<file path="src/design/hpm_regs.svh">
// register offsets, field positions and reset values of the hub pin output block
`ifndef HPM_REGS_SVH
`define HPM_REGS_SVH

// register offsets on the serial control bus
`define HPM_ADDR_RX_PORT_EN 8'h0c
`define HPM_ADDR_PIN_LEVEL 8'h0e
`define HPM_ADDR_INPUT_EN 8'h0f
`define HPM_ADDR_PIN0_CTL 8'h10
`define HPM_ADDR_PIN1_CTL 8'h11

// pin control field positions
`define HPM_SEL_MSB 7
`define HPM_SEL_LSB 5
`define HPM_SRC_MSB 4
`define HPM_SRC_LSB 2
`define HPM_VAL_BIT 1
`define HPM_OEN_BIT 0

// input enable bits of pins 0 to 2
`define HPM_IEN0_BIT 0
`define HPM_IEN1_BIT 1
`define HPM_IEN2_BIT 2

// reset values
`define HPM_PIN_CTL_RST 8'h00
`define HPM_INPUT_EN_RST 8'hff
`define HPM_RX_PORT_EN_RST 4'hf
`define HPM_UNMAPPED_RD 8'h00

// latency of the pin path, in clock cycles
`define HPM_PIN_PIPE 1

`endif

</file>
<file path="src/design/hpm_pkg.sv">
// types shared by the hub pin output block
package hpm_pkg;

    // output source codes
    typedef enum logic [2:0] {
        HPM_SRC_RX0 = 3'b000,
        HPM_SRC_RX1 = 3'b001,
        HPM_SRC_RX2 = 3'b010,
        HPM_SRC_RX3 = 3'b011,
        HPM_SRC_DEV = 3'b100,
        HPM_SRC_RSV = 3'b101,
        HPM_SRC_TX0 = 3'b110,
        HPM_SRC_TX1 = 3'b111
    } hpm_src_t;

    // one pin control register, laid out as in the register
    typedef struct packed {
        logic [2:0] sel;
        hpm_src_t src;
        logic drive_value;
        logic driver_enable;
    } hpm_pin_ctl_t;

    // signals coming from the four receive ports
    typedef struct packed {
        logic [3:0][3:0] remote_pins;
        logic [3:0] lock;
        logic [3:0] pass;
        logic [3:0] frame_valid;
        logic [3:0] line_valid;
    } hpm_rx_t;

    // signals coming from one camera transmit port
    typedef struct packed {
        logic [3:0] rx_select;
        logic frame_active;
        logic line_active;
        logic synced;
        logic irq;
    } hpm_tx_t;

    // combined status indications
    typedef struct packed {
        logic lock_or;
        logic lock_and;
        logic pass_and;
        logic [1:0] tx_pass_and;
        logic [1:0] tx_pass_or;
    } hpm_dev_t;

    // register access request
    typedef struct packed {
        logic wr_en;
        logic rd_en;
        logic [7:0] addr;
        logic [7:0] wdata;
    } hpm_reg_req_t;

endpackage

</file>
<file path="src/design/hpm_pin_output_source_mux.sv">
// register file and pin drive of hub pins 0 and 1
// Overview of operation
// - pins 0-7 input enable bits, reset one
// - source field 4:2 picks port or status
// - receive source: codes 000-011 forward remote pin
// - receive codes 100-111: lock, pass, frame, line
// - status code 000 drives register value
// - status 001/010: or/and of lock
// - status 011: and of enabled pass
// - status code 101 drives frame sync
// - transmit 000/001: and/or of selected pass
// - transmit 010/011: frame and line active
// - transmit 100 synced, 101 interrupt
// - bit 1 holds locally driven level
// - bit 0 driver enable, resets off
// - source and select reset to zero
// - pin 0 at 0x10, pin 1 at 0x11
// - status register reads all eight pins
// - receive port enables gate combined lock and pass; transmit pass uses its rx_select ports
`include "hpm_regs.svh"

module hpm_pin_output_source_mux #(
    parameter int RX_PORTS = 4,
    parameter int PIN_COUNT = 8
) (
    // clock and reset
    input wire logic clk,
    input wire logic rst_n,

    // register access
    input wire hpm_pkg::hpm_reg_req_t reg_req,
    output logic [7:0] reg_rd_data,
    output logic reg_rd_valid,

    // general purpose pins
    input wire logic [PIN_COUNT-1:0] pin_in,
    output logic [1:0] pin_out,
    output logic [1:0] pin_oe,
    output logic [PIN_COUNT-1:0] pin_input_enable,

    // receive port enables seen by the receivers
    output logic [RX_PORTS-1:0] receive_port_enable,

    // signal sources
    input wire hpm_pkg::hpm_rx_t rx,
    input wire hpm_pkg::hpm_tx_t [1:0] tx,
    input wire logic frame_sync_pulse
);
    import hpm_pkg::*;

    // the encodings of the select fields are fixed to four ports and eight pins
    if (RX_PORTS != 4) begin : g_rx_check
        $error("hpm_pin_output_source_mux: RX_PORTS must be 4");
    end
    if (PIN_COUNT != 8) begin : g_pin_check
        $error("hpm_pin_output_source_mux: PIN_COUNT must be 8");
    end

    // whole state of the register file
    typedef struct packed {
        hpm_pin_ctl_t [1:0] pin_ctl;
        logic [7:0] input_en;
        logic [3:0] rx_en;
        logic [7:0] rd_data;
        logic rd_valid;
    } hpm_state_t;

    hpm_state_t state_r;
    hpm_state_t state_nxt;

    // decoded strobes
    logic wr_pin0;
    logic wr_pin1;
    logic wr_input_en;
    logic wr_rx_en;
    logic [7:0] pin_level;
    hpm_pin_ctl_t wr_ctl;
    hpm_dev_t dev;
    logic [1:0] pin_level_sel;

    assign wr_pin0 = reg_req.wr_en && (reg_req.addr == `HPM_ADDR_PIN0_CTL);
    assign wr_pin1 = reg_req.wr_en && (reg_req.addr == `HPM_ADDR_PIN1_CTL);
    assign wr_input_en = reg_req.wr_en && (reg_req.addr == `HPM_ADDR_INPUT_EN);
    assign wr_rx_en = reg_req.wr_en && (reg_req.addr == `HPM_ADDR_RX_PORT_EN);

    // split the write data into the control fields
    always_comb begin
        wr_ctl.sel = reg_req.wdata[`HPM_SEL_MSB:`HPM_SEL_LSB];
        wr_ctl.src = hpm_src_t'(reg_req.wdata[`HPM_SRC_MSB:`HPM_SRC_LSB]);
        wr_ctl.drive_value = reg_req.wdata[`HPM_VAL_BIT];
        wr_ctl.driver_enable = reg_req.wdata[`HPM_OEN_BIT];
    end

    // live level of all pins
    // a disabled input buffer reads low, as the pad would
    assign pin_level = pin_in & state_r.input_en;

    // next state: writes land at the edge, reads answer one cycle later
    always_comb begin
        state_nxt = state_r;
        state_nxt.rd_valid = reg_req.rd_en;
        if (wr_pin0) begin
            state_nxt.pin_ctl[0] = wr_ctl;
        end
        if (wr_pin1) begin
            state_nxt.pin_ctl[1] = wr_ctl;
        end
        if (wr_input_en) begin
            state_nxt.input_en = reg_req.wdata;
        end
        if (wr_rx_en) begin
            state_nxt.rx_en = reg_req.wdata[3:0];
        end
        if (reg_req.rd_en) begin
            unique case (reg_req.addr)
                `HPM_ADDR_PIN0_CTL: state_nxt.rd_data = state_r.pin_ctl[0];
                `HPM_ADDR_PIN1_CTL: state_nxt.rd_data = state_r.pin_ctl[1];
                `HPM_ADDR_INPUT_EN: state_nxt.rd_data = state_r.input_en;
                `HPM_ADDR_RX_PORT_EN: state_nxt.rd_data = {4'h0, state_r.rx_en};
                `HPM_ADDR_PIN_LEVEL: state_nxt.rd_data = pin_level;
                // unmapped offsets read a fixed value, writes to them vanish
                default: state_nxt.rd_data = `HPM_UNMAPPED_RD;
            endcase
        end
    end

    // register the state; reset values match the register defaults
    always_ff @(posedge clk) begin
        if (!rst_n) begin
            state_r.pin_ctl[0] <= hpm_pin_ctl_t'(`HPM_PIN_CTL_RST);
            state_r.pin_ctl[1] <= hpm_pin_ctl_t'(`HPM_PIN_CTL_RST);
            state_r.input_en <= `HPM_INPUT_EN_RST;
            state_r.rx_en <= `HPM_RX_PORT_EN_RST;
            state_r.rd_data <= 8'h00;
            state_r.rd_valid <= 1'b0;
        end else begin
            state_r <= state_nxt;
        end
    end

    // combined lock and pass indications over the enabled or selected ports
    hpm_status_combine u_combine (
        .rx(rx),
        .tx(tx),
        .rx_enable(state_r.rx_en),
        .dev(dev)
    );

    // one selector per driven pin
    for (genvar p = 0; p < 2; p++) begin : g_pin
        hpm_pin_select u_select (
            .clk(clk),
            .rst_n(rst_n),
            .ctl(state_r.pin_ctl[p]),
            .rx(rx),
            .tx(tx),
            .dev(dev),
            .frame_sync_pulse(frame_sync_pulse),
            .level(pin_level_sel[p])
        );
    end

    // driver enable to pad
    // the level is registered inside the selector, so the pad sees no glitch
    assign pin_out = pin_level_sel;
    assign pin_oe[0] = state_r.pin_ctl[0].driver_enable;
    assign pin_oe[1] = state_r.pin_ctl[1].driver_enable;

    // enables handed to the pads and receivers
    assign pin_input_enable = state_r.input_en;
    assign receive_port_enable = state_r.rx_en;

    // register read port
    assign reg_rd_data = state_r.rd_data;
    assign reg_rd_valid = state_r.rd_valid;
endmodule

</file>
<file path="src/design/hpm_pin_select.sv">
// signal selection and output register of one hub pin
module hpm_pin_select (
    // clock and reset
    input wire logic clk,
    input wire logic rst_n,
    // pin control and sources
    input wire hpm_pkg::hpm_pin_ctl_t ctl,
    input wire hpm_pkg::hpm_rx_t rx,
    input wire hpm_pkg::hpm_tx_t [1:0] tx,
    input wire hpm_pkg::hpm_dev_t dev,
    input wire logic frame_sync_pulse,
    // registered pin level
    output logic level
);
    import hpm_pkg::*;

    typedef struct packed {
        logic level;
    } hpm_sel_state_t;

    hpm_sel_state_t state_r;
    hpm_sel_state_t state_nxt;
    logic [1:0] rx_idx;
    logic tx_idx;

    assign rx_idx = ctl.src[1:0];
    assign tx_idx = ctl.src[0];

    // pick the signal named by source and select
    always_comb begin
        state_nxt = state_r;
        state_nxt.level = 1'b0;
        unique case (ctl.src)
            HPM_SRC_RX0, HPM_SRC_RX1, HPM_SRC_RX2, HPM_SRC_RX3: begin
                unique case (ctl.sel)
                    3'b100: state_nxt.level = rx.lock[rx_idx];
                    3'b101: state_nxt.level = rx.pass[rx_idx];
                    3'b110: state_nxt.level = rx.frame_valid[rx_idx];
                    3'b111: state_nxt.level = rx.line_valid[rx_idx];
                    default: state_nxt.level = rx.remote_pins[rx_idx][ctl.sel[1:0]];
                endcase
            end
            HPM_SRC_DEV: begin
                unique case (ctl.sel)
                    3'b000: state_nxt.level = ctl.drive_value;
                    3'b001: state_nxt.level = dev.lock_or;
                    3'b010: state_nxt.level = dev.lock_and;
                    3'b011: state_nxt.level = dev.pass_and;
                    3'b101: state_nxt.level = frame_sync_pulse;
                    default: state_nxt.level = 1'b0;
                endcase
            end
            HPM_SRC_TX0, HPM_SRC_TX1: begin
                unique case (ctl.sel)
                    3'b000: state_nxt.level = dev.tx_pass_and[tx_idx];
                    3'b001: state_nxt.level = dev.tx_pass_or[tx_idx];
                    3'b010: state_nxt.level = tx[tx_idx].frame_active;
                    3'b011: state_nxt.level = tx[tx_idx].line_active;
                    3'b100: state_nxt.level = tx[tx_idx].synced;
                    3'b101: state_nxt.level = tx[tx_idx].irq;
                    default: state_nxt.level = 1'b0;
                endcase
            end
            default: state_nxt.level = 1'b0;
        endcase
    end

    always_ff @(posedge clk) begin
        if (!rst_n) begin
            state_r <= '0;
        end else begin
            state_r <= state_nxt;
        end
    end

    assign level = state_r.level;
endmodule

</file>
<file path="src/design/hpm_status_combine.sv">
// combines lock and pass indications of the enabled or selected receive ports
module hpm_status_combine (
    // receive and transmit side
    input wire hpm_pkg::hpm_rx_t rx,
    input wire hpm_pkg::hpm_tx_t [1:0] tx,
    input wire logic [3:0] rx_enable,
    // combined result
    output hpm_pkg::hpm_dev_t dev
);
    import hpm_pkg::*;

    // an empty set of ports gives low, never a false good indication
    always_comb begin
        dev.lock_or = |(rx.lock & rx_enable);
        dev.lock_and = (|rx_enable) & (&(rx.lock | ~rx_enable));
        dev.pass_and = (|rx_enable) & (&(rx.pass | ~rx_enable));
        for (int t = 0; t < 2; t++) begin
            dev.tx_pass_and[t] = (|tx[t].rx_select) & (&(rx.pass | ~tx[t].rx_select));
            dev.tx_pass_or[t] = |(rx.pass & tx[t].rx_select);
        end
    end
endmodule

</file>
<file path="config.mk">
export PLATFORM = sky130hd
export DESIGN_NAME = hpm_pin_output_source_mux
export DESIGN_NICKNAME = d
export VERILOG_FILES = /design/src/design/hpm_pkg.sv /design/src/design/hpm_pin_output_source_mux.sv /design/src/design/hpm_pin_select.sv /design/src/design/hpm_status_combine.sv
export VERILOG_INCLUDE_DIRS = /design/src /design/src/design
export SDC_FILE = /design/constraint.sdc
export NUM_CORES = 1
export LEC_CHECK = 0
export BUFFER_PORTS_ARGS = -buffer_cell sky130_fd_sc_hd__clkbuf_2
export CAP_MARGIN = 40
export CORE_MARGIN = 2
export CORE_UTILIZATION = 54
export DETAILED_ROUTE_END_ITERATION = 6
export PLACE_DENSITY = 0.95
export SYNTH_ARGS = -nofsm -noshare
export SYNTH_HDL_FRONTEND = slang
export SYNTH_SLANG_ARGS = --single-unit
</file>
<file path="constraint.sdc">
create_clock -name clk -period 3.2 [get_ports clk]
set_clock_uncertainty 0.1 [all_clocks]
set_input_delay 0.48 -clock clk [delete_from_list [all_inputs] [get_ports clk]]
set_output_delay 0.48 -clock clk [all_outputs]
set_load 0.01 [all_outputs]
</file>
# Word level (Yosys, flattened, before mapping)
# Cells that the tools add are included.
# classes
eq_ne	31
muxes	45
n_lt_le_gt_ge	6
bitwise	15
reduce_logical	22
# op_table
operator	count
3-bit == test (second input constant)	14
8-bit one-hot mux with 5 select lines	1
4-bit OR reduction	8
3-bit by 2-bit == test with 1-bit output (second input constant)	8
8-bit by 4-bit == test with 1-bit output (second input constant)	3
4-bit 2-to-1 mux	6
1-bit binary-select mux with 2-bit select	10
1-bit 2-to-1 mux	18
4-bit binary-select mux with 2-bit select	2
8-bit by 5-bit == test with 1-bit output (second input constant)	2
4-bit bitwise OR	4
4-bit AND reduction	4
4-bit bitwise AND	3
3-bit by 1-bit == test with 1-bit output (second input constant)	4
3-bit logical NOT	4
2-bit by 3-bit less-than comparator with 1-bit output (second input constant)	4
4-bit NOT	3
1-bit one-hot mux with 6 select lines	2
1-bit one-hot mux with 5 select lines	2
8-bit bitwise AND	1
1-bit one-hot mux with 4 select lines	2
1-bit one-hot mux with 3 select lines	2
1-bit bitwise AND	4
1-bit logical AND	4
other kinds (2)	4
# totals
reg_bits	39
output_inout_bits	25
word_cells	133

# Longest topological paths before layout
# Gate-level depths: netlist of the first run.
# logic_depth
ltp_word	8
ltp_mapped	8
ltp_nobuf	6

# Cells and area by module
# Synthesis of the first run repeated with hierarchy kept, for this count alone.
# hier_totals
hier_cells	317
hier_area_um2	3095.5
# modules_own_cells
module	area_per_inst_um2	seq_area_each_um2	n_inst	cells_each
hpm_pin_output_source_mux	1915.6	740.7	1	205
hpm_pin_select	491.7	20.0	2	38
hpm_status_combine	196.4	0.0	1	36

# Least setup slack after synthesis of the first run
# No wires, ideal clock.
# synth_timing
path_type	in2reg
from	input tx[12] (netlist bit)
to	register g_pin[1].u_select.state_r
setup_ns	0.128
arrival_ns	1.710
cell_stages	5
slack_ns	1.261
cell_sequence	or4_1 a32oi_1 nor4_1 o41ai_1 a31oi_1
# synth_between
elab_chain_len	8
elab_cells_between_ends	13
cone_classes	mux: 6; bitwise: 4; reduce/logical: 3
# synth_lines
element	line	source
start: declaration	hpm_pin_output_source_mux.sv:46	input wire hpm_pkg::hpm_tx_t [1:0] tx,
4-bit NOT	hpm_status_combine.sv:18	dev.tx_pass_and[t] = (|tx[t].rx_select) & (&(rx.pass | ~tx[t].rx_select));
4-bit bitwise OR	hpm_status_combine.sv:18	
4-bit AND reduction	hpm_status_combine.sv:18	
1-bit bitwise AND	hpm_status_combine.sv:18	
1-bit 2-to-1 mux (implied by the code) (2 in a row)	hpm_pin_select.sv:55	3'b000: state_nxt.level = dev.tx_pass_and[tx_idx];
1-bit one-hot mux with 6 select lines (*)	hpm_pin_select.sv:54	unique case (ctl.sel)
1-bit one-hot mux with 3 select lines (*)	hpm_pin_select.sv:33	unique case (ctl.src)
end signal: assignment	hpm_pin_select.sv:72	state_r <= state_nxt;
end: declaration	hpm_pin_select.sv:21	hpm_sel_state_t state_r;
# Mark *: on every way between the ends. The rest lies on a longest branch, timed or not. The select of a mux whose other input is x is not followed.
# A chain may end at the register's enable or synchronous reset.

# Worst setup path after layout of the first run
# layout_timing
from	register state_r[31] (netlist bit)
to	register g_pin[1].u_select.state_r
# layout_between
elab_chain_len	6
elab_cells_between_ends	30
cone_classes	eq/ne: 6; mux: 21; reduce/logical: 3
# layout_lines
element	line	source
start: declaration	hpm_pin_output_source_mux.sv:68	hpm_state_t state_r;
start signal: assignment	hpm_pin_output_source_mux.sv:137	state_r <= state_nxt;
4-bit binary-select mux with 2-bit select	hpm_pin_select.sv:40	default: state_nxt.level = rx.remote_pins[rx_idx][ctl.sel[1:0]];
4-bit 2-to-1 mux (implied by the code)	hpm_pin_select.sv:40	
1-bit binary-select mux with 2-bit select	hpm_pin_select.sv:40	
1-bit 2-to-1 mux (implied by the code)	hpm_pin_select.sv:40	
1-bit one-hot mux with 4 select lines	hpm_pin_select.sv:35	unique case (ctl.sel)
1-bit one-hot mux with 3 select lines (*)	hpm_pin_select.sv:33	
# Marked as above.

==> results of run 1 <==
-- stage by stage --
step / hold WS, ps / area, sq um / utilization, % / cells
final: 354 / 3430 / 67.6 / 486
after global routing: 364 / 3430 / 67.6 / 486
after CTS: 351 / 3430 / 67.6 / 486
after detailed placement: 376 / 3310 / 65.2 / 478
after global placement: 362 / 3310 / 65.2 / 478
after floorplan: 352 / 2840 / - / 334
-- synthesized netlist by cell type --
cell / number
buf_2: 8
o21ai_0: 9
a221oi_1: 9
o22ai_1: 5
inv_1: 7
nor3b_1: 2
o2111ai_1: 1
buf_4: 5
and4b_1: 1
mux2i_1: 13
and2_1: 5
a311oi_1: 1
o41ai_1: 1
a21oi_1: 4
a31oi_1: 4
o21ai_1: 1
nor4b_1: 2
o211a_1: 4
nand2_1: 59
nand4b_1: 1
nor2b_1: 18
nand3_1: 32
mux4_1: 5
mux2_2: 3
buf_6: 1
a22o_1: 1
or2_2: 2
a2111oi_1: 1
dfxtp_1: 39
nor4_1: 5
nor3_1: 2
or4_1: 1
and4_1: 1
mux4_2: 14
a22oi_1: 4
nor3_2: 1
nand3b_1: 3
clkbuf_1: 17
a21boi_0: 16
o211ai_1: 4
nor2_1: 14
o311ai_0: 1
a32oi_1: 2
nand4_1: 2
a2111oi_0: 3
-- cell families (layout without fill, tap and decap cells) --
logic type             Yosys count  in the layout  synth area share (%)
flip-flops                      39             39                  27.5
AO/OA/AOI/OAI                   71             71                  18.4
multiplexers                    35             35                  21.5
buffers and inverters           38            120                  6.31
AND/OR/NAND/NOR                151            151                  26.2
-- cell usage in the layout, fill, tap and decap left out, types with 2 or more instances in the layout --
cell type	count
nand2_1	59
and2_1	5
a221oi_1	9
o211ai_1	4
o21ai_0	9
nand4_1	2
nor4b_1	2
a21oi_1	4
mux2_2	3
a22oi_1	4
o22ai_1	5
nand3_1	32
buf_4	4
dfxtp_1	39
nor3b_1	2
or2_2	2
mux2i_1	13
a31oi_1	4
mux4_2	14
clkbuf_8	6
nor4_1	5
a2111oi_0	3
nor3_1	2
inv_1	7
nor2b_1	18
a21boi_0	16
clkbuf_2	101
mux4_1	5
nand3b_1	3
nor2_1	14
a32oi_1	2
o211a_1	4
-- sequential cells by signal, indices dropped and copies added (netlist names) --
register,count
pin_oe,2
reg_rd_data,8
reg_rd_valid,1
pin_input_enable,8
state_r,14
g_pin.u_select.level,2
receive_port_enable,4
-- final timing paths --
| kind | cells past startpoint | slack [ps] | start | end |
|---|---|---|---|---|
| worst max-delay path | 5 | 860 | state_r[31]$_SDFFE_PN0P_ | g_pin[1].u_select.level$_SDFF_PN0_ |
| worst min-delay path | 3 | 350 | reg_req[3] | pin_input_enable[3]$_SDFFE_PN1P_ |
| worst max register to register | 5 | 860 | state_r[31]$_SDFFE_PN0P_ | g_pin[1].u_select.level$_SDFF_PN0_ |
| worst min register to register | 1 | 390 | reg_rd_data[3]$_SDFFE_PN0P_ | reg_rd_data[3]$_SDFFE_PN0P_ |
-- metal layers --
layer	vias to the layer above	track usage (%)	routed length (um)
li1	1413	-	-
met2	247	51.1	4310
met5	-	0	0
met3	45	4.38	887
met1	1491	36.8	3240
met4	0	12.4	301
-- final cells by class --
class	instances	area, sq um	share of cell area [%]
inverter	7	26.3	0.766
clock buffer	6	82.6	2.41
clock inverter	2	38.8	1.13
tap	70	87.6	2.55
timing repair buffer	105	536	15.6
multi-input combinational	257	1880	54.8
sequential	39	781	22.8
-- worst max-delay path, cell delays in order (launching register included) --
cell      delay (ps)
dfxtp_1          830
mux4_2           590
nand3b_1         100
nand2_1           80
o41ai_1          360
a31oi_1          150
-- power groups by stage --
stage / Sequential (mW) / Combinational [mW] / Clock (mW)
after global placement: 0.504 / 0.152 / 0
after detailed placement: 0.504 / 0.157 / 0
final: 0.493 / 0.163 / 0.448
after global routing: 0.493 / 0.174 / 0.468
after CTS: 0.493 / 0.159 / 0.444
after floorplan: 0.505 / 0.0750 / 0
==> results.toml, run 1 <==
[outcome]
status = "finished, final reports clean"

[placed_design]
gp_congestion = 0.977
dp_hpwl_mm = 6.38
numPortBuffers = 101
dp_slack_ps = 908

[global_routing]
grt_pass1_wl_mm = 14.1
track_usage_pct = 29.5
grt_max_degree = 43
antenna_found_initial = 0
grt_overflow_total = 0
first_global_vias = 3017

[timing]
grt_setup_unrepaired = "no"
fin_ws_ps = 864
maxSlewViolCount = 0
setup_tns_ps = 0
setup_viol = 0
finalCritPeriodShare_pct = 73.0
maxSlewHeadroom_pct = 48.7
finalHoldViolCount = 0
worst_slew_pin_slew_ps = 749
layout_min_cycle_time_ps = 2340
fmax_ghz = 0.428

[route]
drt_iter0_markers = 513
drt_first_pass_iters = 5
ant_nets = 0
dr_total_vias = 3196
wl_mm = 8.74
wl_per_cell_um = 18.0
vias_per_cell = 6.58
drc = 0

[layout]
layout.nets = 492
layout-drive-gt1-share_pct = 32.0
syn_to_final_growth_pct = 20.9
antenna_cells = 0
nFillCells = 403

[synth]
synth_top_area_cell = "dfxtp_1"
avgSynthCellArea_sq_um = 8.50
yosysSeqAreaShare_pct = 27.5
yosys_warnings = 0
syn_inst = 334
syn-num-nets = 411
synth_cell_type_count = 45
synth_area_leaders = "dfxtp_1 (28%), mux4_2 (11%), nand2_1 (7.8%)"
synth_top_cell_area_share_pct = 27.5
netlist_area_sq_um = 2840
ys_ff_latch = 39

[cts]
cts_buffer_depth = 2
cts-root-buf = "clkbuf_8"
clkSinkCount = 39
clock_latency_ps = 300
htreeDepth = 2
numCtsBuffers = 5
cts_tree = "yes"
ctsResizeCount = 0
clk_pin_slew_ps = 80
cts_setup_buffers = 0
ctsHoldBuffers = 0

[power_and_ir_drop]
power_density_nw_per_um2 = 322
p_leak_nw = 1.38
pwr-share-comb_pct = 14.8
p_seq_share_pct = 44.6
p_total_mw = 1.10
p_sw_mw = 0.279
p_int_mw = 0.825
ir_drop_v = 0.000268
swShare_pct = 25.3
p_clk_share_pct = 40.6

[critical_path]
cp_max_fo = 15
critPathLaunchType = "register"
critPathKind = "reg -> reg"
cp.required_ps = 3280
worstPathArrival_ps = 2420
crit_path_end_kind = "register"

[floorplanning]
fp-row-count = 26
start_util_pct = 55.9
fp.dieH_um = 76.5
die-area_sq_um = 5850
die_w_um = 76.5
core_region_area_sq_um = 5070
io_pins = 102

[worst_hold_path]
hp-class = "in -> reg"

[flow_run]
max-cap-violations = 0
Power figures use the tool's default switching activity.
==> run 2, diff against run 1 <==
--- a/config.mk
+++ b/config.mk
@@ -6,12 +6,13 @@
 export SDC_FILE = /design/constraint.sdc
 export NUM_CORES = 1
 export LEC_CHECK = 0
+export ABC_AREA = 1
 export BUFFER_PORTS_ARGS = -buffer_cell sky130_fd_sc_hd__clkbuf_2
 export CAP_MARGIN = 40
 export CORE_MARGIN = 2
-export CORE_UTILIZATION = 54
+export CORE_UTILIZATION = 52
 export DETAILED_ROUTE_END_ITERATION = 6
-export PLACE_DENSITY = 0.95
+export PLACE_DENSITY = 0.9
 export SYNTH_ARGS = -nofsm -noshare
 export SYNTH_HDL_FRONTEND = slang
 export SYNTH_SLANG_ARGS = --single-unit
==> constraint.sdc (replaced) <==
create_clock -name clk -period 2.4 [get_ports clk]
set_clock_uncertainty 0.1 [all_clocks]
set_input_delay 0.36 -clock clk [delete_from_list [all_inputs] [get_ports clk]]
set_output_delay 0.36 -clock clk [all_outputs]
set_load 0.01 [all_outputs]
==> run 2 against run 1 <==
Effect of this change:
- routed wire length grew 13%
- core utilization is 4.1 points lower
- final area is 11% higher
- largest power group unchanged
- final cell count up 51%
- register-to-register slack got worse by 280 ps
- synthesized area increased by 14%
==> results.toml, run 2 <==
[synth]
synth_top_cell_area_share_pct = 28.8
yosysSeqAreaShare_pct = 24.1
yosys_warnings = 0
synth_area_leaders = "nand2_1 (29%), dfxtp_1 (24%), nor2_1 (6.9%)"
syn-num-nets = 647
synth_edf_count = 0
ys.flop_type = "dfxtp_1"
netlist_area_sq_um = 3240
synth_top_area_cell = "nand2_1"
ys_ff_latch = 39
synth_cell_type_count = 32
avgSynthCellArea_sq_um = 5.69
synthTopCellsByCount = "nand2_1 (249), nor2_1 (60), inv_1 (54)"
synthMostInstantiatedCell = "nand2_1"
async_flop_share_pct = 0
syn_inst = 570

[timing]
layout_min_cycle_time_ps = 1810
worst_slew_pin_slew_ps = 666
setup_tns_ps = 0
fmax_ghz = 0.552
maxSlewViolCount = 0
finalCritPeriodShare_pct = 75.5
timing.hold.ws_ps = 229
finalHoldViolCount = 0
maxSlewHeadroom_pct = 55.6
fin_ws_ps = 588
grt_setup_unrepaired = "no"
setup_viol = 0

[layout]
largest_register_ffs = 14
final_common_cell = "nand2_1"
stdcell_area_sq_um = 3800
syn_to_final_growth_pct = 17.3
mostFrequentLayoutCells = "nand2_1 (249), clkbuf_2 (101), nor2_1 (60)"
layout.nets = 737
antenna_cells = 0
stdcell_count = 736
layout-drive-gt1-share_pct = 21.8
multi_input_area_sq_um = 2030
final_core_util_pct = 63.5
nFillCells = 563
top_register = "state_r"
seq_area_sq_um = 781

[global_routing]
track_usage_pct = 27.7
grt_max_degree = 37
antenna_found_initial = 0
grt.busiest_layer = "met2"
first_global_vias = 3508
grt_use_met1_pct = 36.3
grt_pass1_wl_mm = 16.0
grt_overflow_total = 0
gr-usage-met2_pct = 45.5
global_route.usage.met3_pct = 3.48

[floorplanning]
fp.dieH_um = 83.0
die_w_um = 83.0
core_region_area_sq_um = 5990
start_util_pct = 54.1
die-area_sq_um = 6880
io_pins = 102
fp-row-count = 28

[worst_hold_path]
hp-class = "in -> reg"

[cts]
cts_setup_buffers = 0
cts_tree = "yes"
clock_latency_ps = 290
htreeDepth = 2
clkSinkCount = 39
clk_pin_slew_ps = 80
numCtsBuffers = 5
ctsHoldBuffers = 0
cts_buffer_depth = 2
cts-root-buf = "clkbuf_8"
ctsResizeCount = 0

[placed_design]
dp_slack_ps = 613
dp_hpwl_mm = 7.99
place_area_sq_um = 3690
gp_congestion = 1.08
dp.cells = 728
numPortBuffers = 101

[critical_path]
critPathBufInv = 2
worstPathArrival_ps = 1940
worstPathCellList = "buf_4, inv_1, nand2_1, nand2_1, nand2_1, nand2_1, nand2_1, nand2_1, nor2_1, nand2_1, nand2_1, nand2_1, nand2_1, nor2_1"
cp_common_cell = "nand2_1"
cp.required_ps = 2530
cp_max_fo = 12
slowest_delay_ps = 350
crit_path_end_kind = "register"
crit_slowest_cell = "inv_1"
critical-path-top-delay-family = "simple AND/OR/NAND/NOR gates"
critPathLaunchType = "register"
critPathKind = "reg -> reg"

[route]
wl_mm = 9.88
wl_per_cell_um = 13.4
drt_iter0_markers = 361
dr_total_vias = 3964
vias_per_cell = 5.39
ant_nets = 0
drc = 0
drt_first_pass_iters = 5

[outcome]
status = "finished, final reports clean"

[power_and_ir_drop]
p_total_mw = 1.45
p_leak_nw = 2.14
ir_drop_v = 0.000490
power_density_nw_per_um2 = 380

[flow_run]
max-cap-violations = 0
-- run 2: report_power, final --
part	switching (mW)	leakage, nW	internal [mW]
Clock	0.234	0.0581	0.309
Sequential	0.00334	0.316	0.654
Combinational	0.151	1.77	0.0953
-- run 2: worst min-delay path, delay by kind of cell --
family / cells / cell delay (ps)
buf+inv: 1 / 110
simple gates: 2 / 110
-- run 2: worst paths after layout --
check / startpoint / to / slack (ps) / cells after the start
worst min register to register: reg_rd_data[6]$_SDFFE_PN0P_ / reg_rd_data[6]$_SDFFE_PN0P_ / 370 / 2
worst max register to register: state_r[23]$_SDFFE_PN0P_ / g_pin[0].u_select.level$_SDFF_PN0_ / 590 / 14
worst max-delay path: state_r[23]$_SDFFE_PN0P_ / g_pin[0].u_select.level$_SDFF_PN0_ / 590 / 14
worst min-delay path: reg_req[5] / pin_input_enable[5]$_SDFFE_PN1P_ / 230 / 3
-- run 2: final cells by class --
cell class,instances,area share (%)
Clock inverter,3,1.15
Tap cell,75,2.47
Timing Repair Buffer,106,14.6
Sequential cell,39,20.5
Inverter,60,6.12
Clock buffer,5,1.81
Multi-Input combinational cell,448,53.3
-- run 2: logic make-up (layout without fill, tap and decap cells) --
group / after synthesis / in the layout / share of synthesized area, %
AOI/OAI and AO/OA: 89 / 89 / 16.5
buffers and inverters: 83 / 174 / 13.3
DFF: 39 / 39 / 24.1
and+or+nand+nor: 359 / 359 / 46.1
-- run 2: metal layers --
metal / vias up / routed length, um / share of wire, %
li1: 1979 / - / -
met1: 1737 / 4140 / 42
met2: 223 / 4540 / 46
met3: 25 / 898 / 9.1
met4: 0 / 297 / 3.0
met5: - / 0 / 0
